$ cat config.mk
export PLATFORM = sky130hd
export DESIGN_NAME = acc_move_op_decoder
export DESIGN_NICKNAME = d
export VERILOG_FILES = /design/src/rtl/acc_move_pkg.sv /design/src/rtl/acc_move_op_decoder.sv
export SDC_FILE = /design/constraint.sdc
export NUM_CORES = 1
export LEC_CHECK = 0
export BUFFER_PORTS_ARGS = -buffer_cell sky130_fd_sc_hd__clkbuf_2
export CORE_MARGIN = 2
export CORE_UTILIZATION = 25
export DETAILED_ROUTE_END_ITERATION = 8
export GPL_TIMING_DRIVEN = 0
export PLACE_DENSITY = 0.56
export REMOVE_ABC_BUFFERS = 1
export SLEW_MARGIN = 5
export SYNTH_ARGS = -nofsm -noshare
export SYNTH_HDL_FRONTEND = slang
export SYNTH_SLANG_ARGS = --single-unit
$ cat constraint.sdc
create_clock -name clk -period 5.37 [get_ports clk]
set_clock_uncertainty 0.1 [all_clocks]
set_input_delay 0.2685 -clock clk [delete_from_list [all_inputs] [get_ports clk]]
set_output_delay 0.2685 -clock clk [all_outputs]
set_load 0.02 [all_outputs]
$ cat src/rtl/acc_move_pkg.sv
package acc_move_pkg;

  // ----------------------------------------------------------------
  // Opcodes of the handled instructions
  // ----------------------------------------------------------------
  localparam logic [7:0] OP_ROT_RIGHT = 8'h03;
  localparam logic [7:0] OP_ROT_RIGHT_C = 8'h13;
  localparam logic [7:0] OP_ROT_LEFT = 8'h23;
  localparam logic [7:0] OP_ROT_LEFT_C = 8'h33;
  localparam logic [7:0] OP_XOR_DIR_A = 8'h62;
  localparam logic [7:0] OP_XOR_DIR_IMM = 8'h63;
  localparam logic [7:0] OP_SWAP = 8'hC4;
  localparam logic [7:0] OP_ZERO = 8'hE4;
  localparam logic [7:0] OP_INVERT = 8'hF4;
  localparam logic [7:0] OP_A_FROM_DIR = 8'hE5;
  localparam logic [7:0] OP_DIR_FROM_A = 8'hF5;
  // Low-bit groups: bit 0 selects pointer, low 3 bits select register
  localparam logic [6:0] OP_A_FROM_PTR_HI = 7'h73; // 0xE6/0xE7
  localparam logic [4:0] OP_REG_FROM_DIR_HI = 5'h15; // 0xA8..0xAF
  localparam logic [4:0] OP_REG_FROM_IMM_HI = 5'h0F; // 0x78..0x7F
  localparam logic [4:0] OP_DIR_FROM_REG_HI = 5'h11; // 0x88..0x8F

  localparam logic [2:0] LEN_1 = 3'h1;
  localparam logic [2:0] LEN_2 = 3'h2;
  localparam logic [2:0] LEN_3 = 3'h3;

  // ----------------------------------------------------------------
  // Types
  // ----------------------------------------------------------------
  typedef enum logic [1:0] {
    ST_IDLE = 2'b00,
    ST_STEP2 = 2'b01,
    ST_STEP3 = 2'b11
  } exec_state_t;

  typedef struct packed {
    logic [7:0] opcode;
    logic [7:0] byte1;
    logic [7:0] byte2;
  } instr_t;

  typedef struct packed {
    logic we;
    logic [7:0] addr;
    logic [7:0] data;
  } mem_wr_t;

endpackage

$ cat src/rtl/acc_move_op_decoder.sv
// What this block does
// RULE1: Rotate accumulator left through carry; one byte, one cycle.
// RULE2: Rotate accumulator right through carry; one byte, one cycle.
// RULE3: XOR accumulator into direct byte, write back; two bytes, two cycles.
// RULE4: XOR immediate into direct byte, write back; three bytes, three cycles.
// RULE5: Load accumulator from direct byte; two bytes, two cycles.
// RULE6: Load accumulator from RAM at pointer register; one byte, two cycles.
// RULE7: Copy direct byte into working register; two bytes, two cycles.
// RULE8: Load immediate into working register; two bytes, two cycles.
// RULE9: Store accumulator into direct byte; two bytes, two cycles.
// RULE10: Copy working register into direct byte; two bytes, two cycles.
// RULE11: Zero, invert, plain rotates and nibble swap; one byte, one cycle.
// RULE12: Moves keep carry; carry rotates take carry from bit shifted out.
`timescale 1ns/1ps
`default_nettype none
module acc_move_op_decoder
  import acc_move_pkg::*;
(
  input wire logic clk, // 50 MHz system clock
  input wire logic rst_b, // Synchronous reset, active low
  input wire logic instr_valid, // Instruction offered this cycle
  input wire instr_t instr, // Opcode plus following bytes
  output logic instr_ready, // Block can take an instruction
  output logic known_op, // Opcode belongs to this block
  output logic [2:0] instr_len, // Instruction length in bytes
  output logic [7:0] mem_rd_addr, // Data memory read address
  input wire logic [7:0] mem_rd_data, // Read data, one cycle later
  output var mem_wr_t mem_wr, // Data memory write port
  input wire logic [7:0] reg_bank [8], // Working registers, live view
  output logic reg_we, // Working register write strobe
  output logic [2:0] reg_sel, // Working register index
  output logic [7:0] reg_wdata, // Working register write data
  output logic [7:0] acc, // Accumulator
  output logic carry, // Carry flag
  output logic done // Pulse as instruction completes
);

  // ------------------------------------------------------------
  // Opcode classes; the multi-cycle ones are shared by the offered and the held opcode
  // ------------------------------------------------------------
  function automatic logic dec_rot_left(
    input logic [7:0] code
  );
    return code == OP_ROT_LEFT;
  endfunction

  function automatic logic dec_rot_left_c(
    input logic [7:0] code
  );
    return code == OP_ROT_LEFT_C;
  endfunction

  function automatic logic dec_rot_right(
    input logic [7:0] code
  );
    return code == OP_ROT_RIGHT;
  endfunction

  function automatic logic dec_rot_right_c(
    input logic [7:0] code
  );
    return code == OP_ROT_RIGHT_C;
  endfunction

  function automatic logic dec_swap(
    input logic [7:0] code
  );
    return code == OP_SWAP;
  endfunction

  function automatic logic dec_zero(
    input logic [7:0] code
  );
    return code == OP_ZERO;
  endfunction

  function automatic logic dec_invert(
    input logic [7:0] code
  );
    return code == OP_INVERT;
  endfunction

  function automatic logic dec_xor_dir_a(
    input logic [7:0] code
  );
    return code == OP_XOR_DIR_A;
  endfunction

  function automatic logic dec_xor_dir_imm(
    input logic [7:0] code
  );
    return code == OP_XOR_DIR_IMM;
  endfunction

  function automatic logic dec_a_from_dir(
    input logic [7:0] code
  );
    return code == OP_A_FROM_DIR;
  endfunction

  function automatic logic dec_dir_from_a(
    input logic [7:0] code
  );
    return code == OP_DIR_FROM_A;
  endfunction

  function automatic logic dec_a_from_ptr(
    input logic [7:0] code
  );
    return code[7:1] == OP_A_FROM_PTR_HI;
  endfunction

  function automatic logic dec_reg_from_dir(
    input logic [7:0] code
  );
    return code[7:3] == OP_REG_FROM_DIR_HI;
  endfunction

  function automatic logic dec_reg_from_imm(
    input logic [7:0] code
  );
    return code[7:3] == OP_REG_FROM_IMM_HI;
  endfunction

  function automatic logic dec_dir_from_reg(
    input logic [7:0] code
  );
    return code[7:3] == OP_DIR_FROM_REG_HI;
  endfunction

  // ------------------------------------------------------------
  // Decode
  // ------------------------------------------------------------
  wire [7:0] op = instr.opcode;
  wire is_rl = dec_rot_left(op);
  wire is_rlc = dec_rot_left_c(op);
  wire is_rr = dec_rot_right(op);
  wire is_rrc = dec_rot_right_c(op);
  wire is_swap = dec_swap(op);
  wire is_zero = dec_zero(op);
  wire is_inv = dec_invert(op);
  wire is_xda = dec_xor_dir_a(op);
  wire is_xdi = dec_xor_dir_imm(op);
  wire is_adir = dec_a_from_dir(op);
  wire is_dira = dec_dir_from_a(op);
  wire is_aptr = dec_a_from_ptr(op);
  wire is_rdir = dec_reg_from_dir(op);
  wire is_rimm = dec_reg_from_imm(op);
  wire is_dirr = dec_dir_from_reg(op);

  wire single = is_rl | is_rlc | is_rr | is_rrc | is_swap | is_zero | is_inv;
  wire two_cyc = is_xda | is_adir | is_aptr | is_rdir | is_rimm | is_dira
               | is_dirr;

  assign known_op = single | two_cyc | is_xdi;
  assign instr_len = (is_xdi) ? LEN_3 :
                     (is_aptr | single) ? LEN_1 : LEN_2;

  // ------------------------------------------------------------
  // State
  // ------------------------------------------------------------
  exec_state_t state_ff, nxt_state;
  instr_t held_ff;
  logic [7:0] acc_ff, nxt_acc;
  logic carry_ff, nxt_carry;
  logic [7:0] rd_val_ff;

  assign instr_ready = state_ff == ST_IDLE;
  wire take = instr_valid & instr_ready & known_op;
  wire [7:0] hop = held_ff.opcode;
  wire h_xda = dec_xor_dir_a(hop);
  wire h_xdi = dec_xor_dir_imm(hop);
  wire h_adir = dec_a_from_dir(hop);
  wire h_aptr = dec_a_from_ptr(hop);
  wire h_rdir = dec_reg_from_dir(hop);
  wire h_rimm = dec_reg_from_imm(hop);
  wire h_dira = dec_dir_from_a(hop);
  wire h_dirr = dec_dir_from_reg(hop);

  // Read address issued in the taking cycle; data back in step two
  assign mem_rd_addr = is_aptr ? reg_bank[{2'b00, op[0]}] // see RULE6
                               : instr.byte1;

  // ------------------------------------------------------------
  // Sequencing and accumulator datapath
  // ------------------------------------------------------------
  always_comb begin
    nxt_state = state_ff;
    nxt_acc = acc_ff;
    nxt_carry = carry_ff; // see RULE12
    unique case (state_ff)
      ST_IDLE: begin
        if (take) begin
          if (is_rlc) begin
            nxt_acc = {acc_ff[6:0], carry_ff}; // see RULE1
            nxt_carry = acc_ff[7]; // see RULE12
          end else if (is_rrc) begin
            nxt_acc = {carry_ff, acc_ff[7:1]}; // see RULE2
            nxt_carry = acc_ff[0]; // see RULE12
          end else if (is_rl) begin
            nxt_acc = {acc_ff[6:0], acc_ff[7]}; // see RULE11
          end else if (is_rr) begin
            nxt_acc = {acc_ff[0], acc_ff[7:1]}; // see RULE11
          end else if (is_swap) begin
            nxt_acc = {acc_ff[3:0], acc_ff[7:4]}; // see RULE11
          end else if (is_zero) begin
            nxt_acc = 8'h00; // see RULE11
          end else if (is_inv) begin
            nxt_acc = ~acc_ff; // see RULE11
          end else begin
            nxt_state = ST_STEP2;
          end
        end
      end
      ST_STEP2: begin
        if (h_adir | h_aptr) begin
          nxt_acc = mem_rd_data; // see RULE5
        end
        // Three-cycle op keeps one more cycle to match timing
        nxt_state = h_xdi ? ST_STEP3 : ST_IDLE; // see RULE4
      end
      ST_STEP3: begin
        nxt_state = ST_IDLE;
      end
      default: begin
        nxt_state = ST_IDLE;
      end
    endcase
  end

  always_ff @(posedge clk) begin
    if (!rst_b) begin
      state_ff <= ST_IDLE;
      acc_ff <= 8'h00;
      carry_ff <= 1'b0;
      held_ff <= '0;
      rd_val_ff <= 8'h00;
    end else begin
      state_ff <= nxt_state;
      acc_ff <= nxt_acc;
      carry_ff <= nxt_carry;
      if (take) begin
        held_ff <= instr;
      end
      if (state_ff == ST_STEP2) begin
        rd_val_ff <= mem_rd_data;
      end
    end
  end

  // ------------------------------------------------------------
  // Write-back, registered for clean data outputs
  // ------------------------------------------------------------
  wire in2 = state_ff == ST_STEP2;
  wire in3 = state_ff == ST_STEP3;
  wire [2:0] rsel = hop[2:0];

  mem_wr_t nxt_mem_wr;
  always_comb begin
    nxt_mem_wr = '0;
    if (in2 & h_xda) begin
      nxt_mem_wr = '{1'b1, held_ff.byte1, mem_rd_data ^ acc_ff}; // see RULE3
    end else if (in2 & h_dira) begin
      nxt_mem_wr = '{1'b1, held_ff.byte1, acc_ff}; // see RULE9
    end else if (in2 & h_dirr) begin
      nxt_mem_wr = '{1'b1, held_ff.byte1, reg_bank[rsel]}; // see RULE10
    end else if (in3 & h_xdi) begin
      nxt_mem_wr = '{1'b1, held_ff.byte1,
                     rd_val_ff ^ held_ff.byte2}; // see RULE4
    end
  end

  logic nxt_reg_we;
  logic [7:0] nxt_reg_wdata;
  assign nxt_reg_we = in2 & (h_rdir | h_rimm);
  assign nxt_reg_wdata = h_rdir ? mem_rd_data // see RULE7
                                : held_ff.byte1; // see RULE8

  mem_wr_t mem_wr_ff;
  logic reg_we_ff;
  logic [2:0] reg_sel_ff;
  logic [7:0] reg_wdata_ff;
  logic done_ff;
  wire fin = (take & single) | (in2 & ~h_xdi) | in3;

  always_ff @(posedge clk) begin
    if (!rst_b) begin
      mem_wr_ff <= '0;
      reg_we_ff <= 1'b0;
      reg_sel_ff <= 3'h0;
      reg_wdata_ff <= 8'h00;
      done_ff <= 1'b0;
    end else begin
      mem_wr_ff <= nxt_mem_wr;
      reg_we_ff <= nxt_reg_we;
      reg_sel_ff <= rsel;
      reg_wdata_ff <= nxt_reg_wdata;
      done_ff <= fin;
    end
  end

  assign mem_wr = mem_wr_ff;
  assign reg_we = reg_we_ff;
  assign reg_sel = reg_sel_ff;
  assign reg_wdata = reg_wdata_ff;
  assign acc = acc_ff;
  assign carry = carry_ff;
  assign done = done_ff;

endmodule
`default_nettype wire

==> results_tabular.tex, run 1 <==
\begin{tabular}{lr}
\hline
Metric & Value \\
\hline
\multicolumn{2}{l}{\textbf{STA}} \\
\quad Unrepaired setup endpoints after global routing & no \\
\quad Shortest clock period the worst path allows after layout & 2.80 ns \\
\quad Total negative slack & 0 ns \\
\quad Smallest hold slack & 0.0619 ns \\
\quad Achievable frequency & 357 MHz \\
\quad Final Cycle Share & 0.522 \\
\quad Number of pins with negative max-slew slack in the final report & 0 \\
\quad Tightest slew margin relative to the limit & 0.219 \\
\quad Final Hold Viols & 0 \\
\quad Setup-violating endpoint count in the final report & 0 \\
\quad Transition time of the tightest slew-check pin & 1.17 ns \\
\multicolumn{2}{l}{\textbf{Cells and area}} \\
\quad Count of antenna diodes in the layout & 0 \\
\quad Proportion of layout cells with a drive suffix above 1 & 0.331 \\
\quad Sequential cell area in the final layout & 1460 sq um \\
\quad Most common cell after layout, fill and taps aside & sky130\_fd\_sc\_hd\_\_clkbuf\_2 \\
\quad Most frequent cells in the layout & sky130\_fd\_sc\_hd\_\_clkbuf\_2 (148), sky130\_fd\_sc\_hd\_\_nand2\_1 (96), sky130\_fd\_sc\_hd\_\_dfxtp\_1 (72) \\
\quad Signed area change from the synthesized netlist to the final layout & 29.3\% \\
\quad Multi-input gate area & 2510 sq um \\
\quad Final nets & 693 \\
\quad Filler Cell Count & 1743 \\
\multicolumn{2}{l}{\textbf{CTS}} \\
\quad Clock insertion delay at the later pin of the skew report & 0.34 ns \\
\quad Clock buffers created by TritonCTS & 9 \\
\quad \# Post-CTS Setup Buffers & 0 \\
\quad Number of clock sinks seen by CTS & 73 \\
\quad Number of gates given a new drive strength after cts & 0 \\
\quad Number of buffers on the longest clock path & 2 \\
\quad H-tree levels & 3 \\
\quad Clock Tree Root & sky130\_fd\_sc\_hd\_\_clkbuf\_16 \\
\quad CTS tree & done \\
\quad Clock transition time at the flip-flop clock pins of the worst setup and hold paths & 0.06 ns \\
\quad Hold buffer count at cts & 0 \\
\multicolumn{2}{l}{\textbf{Setup path}} \\
\quad Depth of the most critical reg-to-reg path & 5 \\
\quad Worst path required time & 5.54 ns \\
\quad Arrival time worst endpoint & 2.98 ns \\
\quad Largest fanout on the critical path & 16 \\
\quad Stage delay of the slowest cell on the critical path & 0.93 ns \\
\quad Slowest CP cell & sky130\_fd\_sc\_hd\_\_nor2b\_1 \\
\quad Critical path endpoint category & register \\
\quad Cell occurring most often along the worst timing path & sky130\_fd\_sc\_hd\_\_and2\_1 \\
\quad Critical path's top delay family & simple AND/OR/NAND/NOR gates \\
\quad Reg-to-Reg Start & state\_ff[0]\$\_SDFFE\_PN0P\_ \\
\quad Worst path cell trace & nor2b\_1 > and2\_1 > o21ai\_1 > a31oi\_2 > and2\_1 \\
\quad Type of the worst setup path & register to register \\
\quad Worst path bufs/invs & 0 \\
\quad Worst R2R End & mem\_wr[11]\$\_SDFF\_PN0\_ \\
\quad Sort of element at the start of the critical path & register \\
\quad Register-to-register setup slack & 2.57 ns \\
\multicolumn{2}{l}{\textbf{Detailed routing}} \\
\quad Vias per cell & 4.84 \\
\quad First-pass DRT Iterations & 4 \\
\quad DRC viols & 0 \\
\quad Routed vias & 3968 \\
\quad Routed Wire Length & 13900 microns \\
\quad Initial detailed-routing violation count & 161 \\
\quad Routed Antenna Nets & 0 \\
\quad Routed length per instance & 17.0 microns \\
\multicolumn{2}{l}{\textbf{Power and ir drop}} \\
\quad Pleak & 0.00219 uW \\
\quad Power density cells & 250 nW/um\^{}2 \\
\quad Internal Pwr Total & 1010 uW \\
\quad Sequential power share & 0.421 \\
\quad Net switching power of the design & 334 uW \\
\quad Combinational share of power & 0.122 \\
\quad Clock group share of total power & 0.457 \\
\quad Sw Ratio & 0.248 \\
\quad Max rail drop VDD & 0.136 mV \\
\multicolumn{2}{l}{\textbf{Yosys}} \\
\quad Share of synthesized registers carrying an async set or reset & 0 \\
\quad Basic-gate share of the synthesized area counting and, or, nand and nor cells & 0.198 \\
\quad Cells after Synth & 467 \\
\quad Leading cell types by total area after synthesis & sky130\_fd\_sc\_hd\_\_dfxtp\_1 (35\%), sky130\_fd\_sc\_hd\_\_mux2i\_1 (12\%), sky130\_fd\_sc\_hd\_\_mux4\_2 (8.7\%), sky130\_fd\_sc\_hd\_\_nand2\_1 (8.7\%), sky130\_fd\_sc\_hd\_\_a21oi\_1 (3.5\%) \\
\quad Mean instance size in the synthesized netlist & 8.89 sq um \\
\quad Number of enable-type register cells in the synthesized netlist & 0 \\
\quad Top-area cell type share of the netlist area & 0.352 \\
\quad Mux share of post-synthesis cell area & 0.205 \\
\quad Post-synthesis cell type with the largest combined area & sky130\_fd\_sc\_hd\_\_dfxtp\_1 \\
\quad XOR/XNOR share of the synthesized area & 0.0169 \\
\quad Post-synthesis adder-cell area fraction & 0 \\
\quad Compound-cell area share of the yosys netlist & 0.182 \\
\quad Total standard cell area after synthesis & 4150 sq um \\
\quad Total number of yosys warnings & 0 \\
\quad Dominant combinational cell family by area after synthesis & multiplexers \\
\quad Count of different cell masters after synthesis & 53 \\
\quad Seq/Total Area, Yosys & 0.352 \\
\quad Number of register bits inferred by synthesis & 73 \\
\quad Leading register cell type out of synthesis & sky130\_fd\_sc\_hd\_\_dfxtp\_1 \\
\multicolumn{2}{l}{\textbf{Hold path}} \\
\quad Cells on Worst Hold Path & 3 \\
\quad Endpoint, Worst Hold & held\_ff[7]\$\_SDFFE\_PN0P\_ \\
\quad Worst hold path type & input pin to register \\
\quad Hold\_sp & instr[7] \\
\multicolumn{2}{l}{\textbf{Run status}} \\
\quad Outcome & completed \\
\multicolumn{2}{l}{\textbf{GRT}} \\
\quad First-pass GRT wire length & 21700 microns \\
\quad Overall fraction of global-route tracks in use & 0.159 \\
\quad GRT overflow & 0 \\
\quad Maximum number of pins on one net before global-route repair & 69 \\
\quad Vias in the first global route & 3884 \\
\quad Antenna violations before repair & 0 \\
\multicolumn{2}{l}{\textbf{Die}} \\
\quad Effective utilization at floorplan & 0.253 \\
\quad Rows & 47 \\
\quad Full die area & 17600 sq um \\
\quad Chip height & 133 microns \\
\quad I/O Pins & 151 \\
\quad Area of the core & 16400 sq um \\
\quad X dimension of the die & 133 microns \\
\multicolumn{2}{l}{\textbf{Place}} \\
\quad Number of buffers inserted by port buffering & 149 \\
\quad Detailed Place HPWL & 10600 microns \\
\quad Gpl congestion & 0.836 \\
\multicolumn{2}{l}{\textbf{Run}} \\
\quad Max cap viols & 0 \\
\hline
\end{tabular}
[logic make-up (layout without fill, tap and decap cells)]
kind of cell,count (synthesis),after routing
other,1,1
DFF,73,73
buffers and inverters,40,172
and+or+nand+nor,174,174
xor gates and xnor gates,8,8
AOI/OAI and AO/OA,106,106
muxes,65,65
[cells in the mapped netlist (all sizes together), types with 4 or more instances]
library cell and n:
buf 13, a31oi 12, o21a 8, o2111a 8, xnor2 8, nor2 25
nand3 9, clkbuf 22, mux2i 49, nand2 96, nand3b 4, and2 11
inv 4, nor2b 5, o221ai 12, a21oi 30, mux4 16, dfxtp 73
o21ai 24
[power groups by stage]
stage | logic (uW) | clock network (uW) | registers (uW)
after floorplan | 73.9 | 0 | 577
final | 164 | 614 | 566
after global routing | 180 | 648 | 568
after global placement | 162 | 0 | 578
after CTS | 165 | 629 | 566
after detailed placement | 165 | 0 | 578
[worst min-delay path: stages]
cell and delay, ns:
sky130_fd_sc_hd__clkbuf_2 0.08, sky130_fd_sc_hd__nand2_1 0.04, sky130_fd_sc_hd__mux2i_1 0.05
[worst max path at each step]
stage | depth (start not counted) | from | end | slack (ns)
5_1_grt | 5 | state_ff[0]$_SDFFE_PN0P_ | acc[7]$_SDFFE_PN0P_ | 2.31
6_report | 5 | state_ff[0]$_SDFFE_PN0P_ | mem_wr[11]$_SDFF_PN0_ | 2.57
2_1_floorplan | 5 | instr[18] | state_ff[0]$_SDFFE_PN0P_ | 2.10
4_1_cts | 4 | rst_b | mem_wr[11]$_SDFF_PN0_ | 2.20
3_5_place_dp | 4 | rst_b | mem_wr[11]$_SDFF_PN0_ | 1.82
3_3_place_gp | 6 | instr[16] | hop[6]$_SDFFE_PN0P_ | 0.79
[per-layer routing]
metal,global-route usage,vias up,share of wire
met1,0.199,1869,0.43
met2,0.272,127,0.49
li1,-,1952,-
met4,0.0508,0,0.020
met5,0,-,0
met3,0.0345,20,0.056
[registers in the layout (all words and copies together) (netlist names), 2 cells and up]
signal     flops
hop            8
rd_val_ff      8
acc            8
reg_sel        3
held_ff       16
mem_wr        17
reg_wdata      8
state_ff       2
[stage by stage]
step	setup WS [ns]	util	area (sq um)	instances	total power, uW
CTS	2.20	0.326	5340	818	1360
global route	2.31	0.327	5370	819	1400
finish	2.57	0.327	5370	819	1340
global placement	0.788	0.305	5000	801	740
floorplan	2.10	-	3980	432	651
detailed placement	1.82	0.307	5040	802	742
[final cells by class]
cell class	instances	area share
Multi-Input combinational cell	354	0.468
Sequential cell	73	0.273
Timing Repair Buffer	151	0.148
Tap cell	220	0.0513
Clock buffer	11	0.0471
Clock inverter	5	0.0100
Inverter	5	0.00350
Note: power is estimated with default switching activity, not from simulation.
==> run 2: changes to the inputs <==
- clock period: 5.37 -> 2.8 ns (I/O delays scaled with it)
==> run 2 against run 1 <==
  * Final cell count up 2.2%
  * Global-route usage increased by 0.15 points
  * Highest routed layer unchanged
  * Routed wire length rose by 0.32%
  * Count of clock-buffer cells in the layout did not move
  * Worst hold slack got worse by 0.056 ns
  * Register-to-register slack worse by 2.4 ns
  * Largest power group unchanged
  * Critical endpoint unchanged
  * Flip-flop and latch count unchanged
  * Combinational power rose by 100%
  * Sequential power rose by 93%
  * Critical path type unchanged
  * Maximum frequency rose by 8.1%
==> results_tabular.tex, run 2 (synthesis results as in run 1) <==
\begin{tabular}{lr}
\hline
Metric & Value \\
\hline
\multicolumn{2}{l}{\textbf{STA}} \\
\quad Setup-violating endpoint count in the final report & 0 \\
\quad Final Hold Viols & 0 \\
\quad Number of pins with negative max-slew slack in the final report & 0 \\
\quad Shortest clock period the worst path allows after layout & 2.59 ns \\
\quad Transition time of the tightest slew-check pin & 0.759 ns \\
\quad Smallest hold slack & 0.00563 ns \\
\quad Achievable frequency & 385 MHz \\
\quad Total negative slack & 0 ns \\
\quad Final Cycle Share & 0.927 \\
\quad Unrepaired setup endpoints after global routing & no \\
\quad Tightest slew margin relative to the limit & 0.490 \\
\multicolumn{2}{l}{\textbf{Setup path}} \\
\quad Stage delay of the slowest cell on the critical path & 0.77 ns \\
\quad Arrival time worst endpoint & 2.72 ns \\
\quad Sort of element at the start of the critical path & register \\
\quad Worst path bufs/invs & 0 \\
\quad Critical path endpoint category & register \\
\quad Largest fanout on the critical path & 12 \\
\quad Worst path required time & 2.92 ns \\
\quad Worst path cell trace & nor3\_1 > and3b\_1 > o21ai\_1 > a31oi\_2 > and2\_1 \\
\quad Type of the worst setup path & register to register \\
\quad Slowest CP cell & sky130\_fd\_sc\_hd\_\_dfxtp\_1 \\
\quad Critical path's top delay family & compound AO/OA/AOI/OAI gates \\
\multicolumn{2}{l}{\textbf{CTS}} \\
\quad Clock transition time at the flip-flop clock pins of the worst setup and hold paths & 0.06 ns \\
\quad Number of clock sinks seen by CTS & 73 \\
\quad CTS tree & done \\
\quad Clock buffers created by TritonCTS & 9 \\
\quad Number of buffers on the longest clock path & 2 \\
\quad Clock insertion delay at the later pin of the skew report & 0.34 ns \\
\quad Clock Tree Root & sky130\_fd\_sc\_hd\_\_clkbuf\_16 \\
\quad H-tree levels & 3 \\
\multicolumn{2}{l}{\textbf{Place}} \\
\quad Number of buffers inserted by port buffering & 149 \\
\quad Gpl congestion & 0.836 \\
\quad Number of placed instances, taps included & 802 \\
\quad Detailed Place HPWL & 10600 microns \\
\multicolumn{2}{l}{\textbf{Power and ir drop}} \\
\quad Max rail drop VDD & 0.261 mV \\
\quad Pleak & 0.00226 uW \\
\quad Power density cells & 468 nW/um\^{}2 \\
\multicolumn{2}{l}{\textbf{GRT}} \\
\quad GRT overflow & 0 \\
\quad Overall fraction of global-route tracks in use & 0.161 \\
\quad Vias in the first global route & 3975 \\
\quad Antenna violations before repair & 0 \\
\quad Maximum number of pins on one net before global-route repair & 69 \\
\quad First-pass GRT wire length & 21900 microns \\
\multicolumn{2}{l}{\textbf{Die}} \\
\quad I/O Pins & 151 \\
\quad Effective utilization at floorplan & 0.253 \\
\quad Area of the core & 16400 sq um \\
\quad Full die area & 17600 sq um \\
\quad Rows & 47 \\
\quad Chip height & 133 microns \\
\quad X dimension of the die & 133 microns \\
\multicolumn{2}{l}{\textbf{Detailed routing}} \\
\quad Uppermost layer routed & met4 \\
\quad Met2 Wirelength & 6760 microns \\
\quad Initial detailed-routing violation count & 203 \\
\quad Routed vias & 4024 \\
\quad First-pass DRT Iterations & 4 \\
\quad Routed Wire Length & 14000 microns \\
\quad Routed metal-1 wire length & 6130 microns \\
\quad Routed length per instance & 16.7 microns \\
\quad DRC viols & 0 \\
\quad Vias per cell & 4.81 \\
\quad Routed Antenna Nets & 0 \\
\quad Met3 wire length & 754 microns \\
\multicolumn{2}{l}{\textbf{Cells and area}} \\
\quad Flip-flop count of the largest register, all copies and words added & 17 \\
\quad Final nets & 711 \\
\quad Share of the core filled with cells & 0.338 \\
\quad Most frequent cells in the layout & sky130\_fd\_sc\_hd\_\_clkbuf\_2 (148), sky130\_fd\_sc\_hd\_\_nand2\_1 (96), sky130\_fd\_sc\_hd\_\_dfxtp\_1 (71) \\
\quad Final Instance Count excl. Fillers & 837 \\
\quad Proportion of layout cells with a drive suffix above 1 & 0.324 \\
\quad Signed area change from the synthesized netlist to the final layout & 33.6\% \\
\quad Count of antenna diodes in the layout & 0 \\
\quad Most common cell after layout, fill and taps aside & sky130\_fd\_sc\_hd\_\_clkbuf\_2 \\
\multicolumn{2}{l}{\textbf{Run}} \\
\quad Max cap viols & 0 \\
\multicolumn{2}{l}{\textbf{Run status}} \\
\quad Outcome & completed \\
\multicolumn{2}{l}{\textbf{Hold path}} \\
\quad Worst hold path type & input pin to register \\
\hline
\end{tabular}
==> run 2: cell count changes in the layout (fill, tap and decap cells not counted), sizes merged <==
| cell | previous run | this run |
|---|---|---|
| buf | 3 | 2 |
| dlygate4sd3 | 0 | 19 |
==> run 2: path summary, 6_finish.rpt <==
| check | startpoint | endpoint | slack (ns) | cells after the start |
|---|---|---|---|---|
| hold reg to reg | rd_val_ff[0]$_SDFFE_PN0P_ | rd_val_ff[0]$_SDFFE_PN0P_ | 0.37 | 2 |
| hold / removal | mem_rd_data[1] | reg_wdata[1]$_SDFF_PN0_ | 0.006 | 3 |
| setup reg to reg | hop[2]$_SDFFE_PN0P_ | mem_wr[11]$_SDFF_PN0_ | 0.21 | 5 |
| setup / recovery | hop[2]$_SDFFE_PN0P_ | mem_wr[11]$_SDFF_PN0_ | 0.21 | 5 |
==> run 2: area by class of cell <==
| type | count | area, sq um |
|---|---|---|
| inverters | 5 | 20.0 |
| well taps | 220 | 275 |
| clock inverters | 5 | 53.8 |
| clock buffers | 11 | 253 |
| flip-flops and latches | 73 | 1460 |
| repair buffers | 169 | 966 |
| multi-input cells | 354 | 2510 |
| fillers | 1735 | 10900 |
==> run 2: per-stage QoR <==
stage	worst slack [ns]	cell area (sq um)	power (uW)
after floorplan	-0.337	3980	1250
after global placement	-1.65	5000	1420
after detailed placement	-0.619	5040	1420
after CTS	0.122	5540	2630
after global routing	0.0828	5540	2700
final	0.206	5540	2590
==> run 2: report_power, final <==
group          switching (uW)  internal [uW]  leakage (uW)  total, uW
combinational             173            159       0.00152        333
clock                     442            735      0.000155       1180
sequential               27.6           1060      0.000590       1090
==> run 2: repair_timing <==
item	4_1_cts	5_1_grt
hold buffers	19	0
setup buffers	0	0
pin swaps	0	0
endpoints found under the setup margin	12	8
hold endpoints to repair	19	0
gates resized for setup	3	1
==> run 2: per-layer routing <==
layer | track usage | vias to the layer above
met3 | 0.0333 | 25
met1 | 0.202 | 1894
met5 | 0 | -
met4 | 0.0520 | 0
li1 | - | 1981
met2 | 0.275 | 124
==> run 2: worst register-to-register path, cell delays in order (launching register included) <==
cell                      delay (ns)
sky130_fd_sc_hd__dfxtp_1        0.77
sky130_fd_sc_hd__nor3_1         0.17
sky130_fd_sc_hd__and3b_1        0.25
sky130_fd_sc_hd__o21ai_1        0.62
sky130_fd_sc_hd__a31oi_2        0.33
sky130_fd_sc_hd__and2_1         0.26
==> run 3: changes to the inputs <==
--- a/config.mk
+++ b/config.mk
@@ -10,5 +10,6 @@
 export CORE_UTILIZATION = 25
+export CTS_CLUSTER_DIAMETER = 40
 export DETAILED_ROUTE_END_ITERATION = 8
 export GPL_TIMING_DRIVEN = 0
-export PLACE_DENSITY = 0.56
+export PLACE_DENSITY = 0.58
 export REMOVE_ABC_BUFFERS = 1
==> constraint.sdc (replaced) <==
create_clock -name clk -period 2.37 [get_ports clk]
set_clock_uncertainty 0.1 [all_clocks]
set_input_delay 0.1185 -clock clk [delete_from_list [all_inputs] [get_ports clk]]
set_output_delay 0.1185 -clock clk [all_outputs]
set_load 0.05 [all_outputs]
==> run 3 against run 2 <==
  * Count of clock-buffer cells in the layout decreased by 1
  * Power increased by 19%
  * Critical endpoint is now mem_wr[7]$_SDFF_PN0_
  * Maximum frequency increased by 15%
  * Largest power group unchanged
  * Core utilization increased by 0.65 points
  * Sequential share of layout area decreased by 0.43 points
  * Combinational power increased by 34%
  * Non-clock buffer count increased by 9
  * Largest cell class unchanged
  * Critical path type unchanged
  * Critical path depth decreased by 1
  * Routed wire length decreased by 0.24%
==> results_tabular.tex, run 3 (synthesis results as in run 1) <==
\begin{tabular}{lr}
\hline
Metric & Value \\
\hline
\multicolumn{2}{l}{\textbf{Run status}} \\
\quad Outcome & completed \\
\multicolumn{2}{l}{\textbf{Detailed routing}} \\
\quad Routed length per instance & 16.5 microns \\
\quad Routed Wire Length & 13900 microns \\
\quad Vias per cell & 4.86 \\
\quad Routed vias & 4112 \\
\quad Routed Antenna Nets & 0 \\
\quad DRC viols & 0 \\
\quad First-pass DRT Iterations & 5 \\
\quad Initial detailed-routing violation count & 265 \\
\multicolumn{2}{l}{\textbf{CTS}} \\
\quad Clock insertion delay at the later pin of the skew report & 0.33 ns \\
\quad Clock transition time at the flip-flop clock pins of the worst setup and hold paths & 0.06 ns \\
\quad CTS tree & done \\
\quad Clock Tree Root & sky130\_fd\_sc\_hd\_\_clkbuf\_16 \\
\quad Number of clock sinks seen by CTS & 73 \\
\quad H-tree levels & 3 \\
\quad Number of buffers on the longest clock path & 2 \\
\quad Clock buffers created by TritonCTS & 9 \\
\multicolumn{2}{l}{\textbf{Setup path}} \\
\quad Critical path's top delay family & simple AND/OR/NAND/NOR gates \\
\quad Worst path bufs/invs & 0 \\
\quad Critical path endpoint category & register \\
\quad Largest fanout on the critical path & 14 \\
\quad Slowest CP cell & sky130\_fd\_sc\_hd\_\_or4b\_2 \\
\quad Stage delay of the slowest cell on the critical path & 0.85 ns \\
\quad Arrival time worst endpoint & 2.42 ns \\
\quad Type of the worst setup path & register to register \\
\quad Worst path required time & 2.54 ns \\
\quad Register-to-register setup slack & 0.12 ns \\
\quad Worst path cell trace & nand2b\_2 > or4b\_2 > o221ai\_1 > o2111a\_1 \\
\quad Worst R2R End & mem\_wr[7]\$\_SDFF\_PN0\_ \\
\quad Sort of element at the start of the critical path & register \\
\quad Reg-to-Reg Start & state\_ff[1]\$\_SDFFE\_PN0P\_ \\
\quad Depth of the most critical reg-to-reg path & 4 \\
\multicolumn{2}{l}{\textbf{Cells and area}} \\
\quad Most common cell after layout, fill and taps aside & sky130\_fd\_sc\_hd\_\_clkbuf\_2 \\
\quad Signed area change from the synthesized netlist to the final layout & 36.1\% \\
\quad Count of antenna diodes in the layout & 0 \\
\quad Finished Cell Area & 5650 sq um \\
\quad Most frequent cells in the layout & sky130\_fd\_sc\_hd\_\_clkbuf\_2 (148), sky130\_fd\_sc\_hd\_\_nand2\_1 (96), sky130\_fd\_sc\_hd\_\_dfxtp\_1 (70) \\
\quad Filler Cell Count & 1697 \\
\quad Proportion of layout cells with a drive suffix above 1 & 0.329 \\
\quad Final nets & 720 \\
\quad Flip-flop count of the largest register, all copies and words added & 17 \\
\multicolumn{2}{l}{\textbf{STA}} \\
\quad PnR worst setup slack & 0.116 ns \\
\quad Smallest hold slack & 0.00792 ns \\
\quad Final Cycle Share & 0.951 \\
\quad Unrepaired setup endpoints after global routing & no \\
\quad Achievable frequency & 444 MHz \\
\quad Tightest slew margin relative to the limit & 0.489 \\
\quad Setup-violating endpoint count in the final report & 0 \\
\quad Final Hold Viols & 0 \\
\quad Total negative slack & 0 ns \\
\quad Shortest clock period the worst path allows after layout & 2.25 ns \\
\quad Number of pins with negative max-slew slack in the final report & 0 \\
\quad Transition time of the tightest slew-check pin & 0.767 ns \\
\multicolumn{2}{l}{\textbf{Hold path}} \\
\quad Worst hold path type & input pin to register \\
\quad Endpoint, Worst Hold & reg\_wdata[5]\$\_SDFF\_PN0\_ \\
\quad Hold\_sp & mem\_rd\_data[5] \\
\quad Cells on Worst Hold Path & 3 \\
\multicolumn{2}{l}{\textbf{Power and ir drop}} \\
\quad Power density cells & 547 nW/um\^{}2 \\
\quad Total power draw & 3090 uW \\
\quad Pleak & 0.00229 uW \\
\quad Max rail drop VDD & 0.268 mV \\
\multicolumn{2}{l}{\textbf{Die}} \\
\quad Full die area & 17600 sq um \\
\quad X dimension of the die & 133 microns \\
\quad Rows & 47 \\
\quad I/O Pins & 151 \\
\quad Effective utilization at floorplan & 0.253 \\
\quad Area of the core & 16400 sq um \\
\quad Chip height & 133 microns \\
\multicolumn{2}{l}{\textbf{Place}} \\
\quad Pre-CTS setup slack & -0.871 ns \\
\quad Number of buffers inserted by port buffering & 149 \\
\quad Detailed Place HPWL & 10500 microns \\
\quad Gpl congestion & 0.813 \\
\quad Area after detailed placement & 5040 sq um \\
\multicolumn{2}{l}{\textbf{GRT}} \\
\quad GRT overflow & 0 \\
\quad Antenna violations before repair & 0 \\
\quad Maximum number of pins on one net before global-route repair & 69 \\
\quad First-pass GRT wire length & 21700 microns \\
\quad Vias in the first global route & 3862 \\
\quad Overall fraction of global-route tracks in use & 0.159 \\
\multicolumn{2}{l}{\textbf{Run}} \\
\quad Max cap viols & 0 \\
\hline
\end{tabular}
-- run 3: worst max path at each step --
stage | cells past startpoint | startpoint | end | slack [ns]
after floorplan | 4 | state_ff[0]$_SDFFE_PN0P_ | state_ff[0]$_SDFFE_PN0P_ | -1.16
final | 4 | state_ff[1]$_SDFFE_PN0P_ | mem_wr[7]$_SDFF_PN0_ | 0.12
after detailed placement | 4 | rst_b | mem_wr[12]$_SDFF_PN0_ | -0.87
after global routing | 4 | hop[7]$_SDFFE_PN0P_ | mem_wr[14]$_SDFF_PN0_ | 0.008
after global placement | 6 | instr[16] | hop[2]$_SDFFE_PN0P_ | -1.98
after CTS | 4 | state_ff[1]$_SDFFE_PN0P_ | mem_wr[12]$_SDFF_PN0_ | 0.009
-- run 3: worst min-delay path, stage by stage --
cell and delay [ns]:
sky130_fd_sc_hd__clkbuf_2 0.14, sky130_fd_sc_hd__nand2_1 0.08, sky130_fd_sc_hd__a21oi_1 0.05
-- run 3: power by group --
group          total (uW)  switching [uW]  internal, uW
logic                 447             250           197
clock network        1360             545           819
registers            1280            33.1          1250
total                3090             828          2260
-- run 3: per-stage QoR --
step | instances | utilization
2_1_floorplan | 432 | -
3_3_place_gp | 801 | 0.305
3_5_place_dp | 802 | 0.307
4_1_cts | 842 | 0.341
5_1_grt | 846 | 0.344
6_report | 846 | 0.344
-- run 3: timing repair --
| item | CTS | global route |
|---|---|---|
| endpoints found under the hold margin | 24 | 0 |
| hold buffers | 24 | 0 |
| gates resized for setup | 9 | 2 |
| setup endpoints to repair | 34 | 26 |
| buffers inserted | 0 | 4 |
| pin swaps | 0 | 1 |
-- run 3: per-layer routing --
layer / vias to the layer above / track usage / part of all wire
met3: 21 / 0.0333 / 0.061
met2: 160 / 0.267 / 0.48
met5: - / 0 / 0
li1: 2004 / - / -
met4: 0 / 0.0556 / 0.021
met1: 1927 / 0.202 / 0.43
-- run 3: layout make-up --
class	instances	area, sq um	share of cell area
inverters	5	20.0	0.00354
clock inverters	6	67.6	0.0120
multi-input cells	354	2530	0.448
clock buffers	10	229	0.0405
repair buffers	178	1060	0.187
well taps	220	275	0.0487
flip-flops and latches	73	1470	0.260
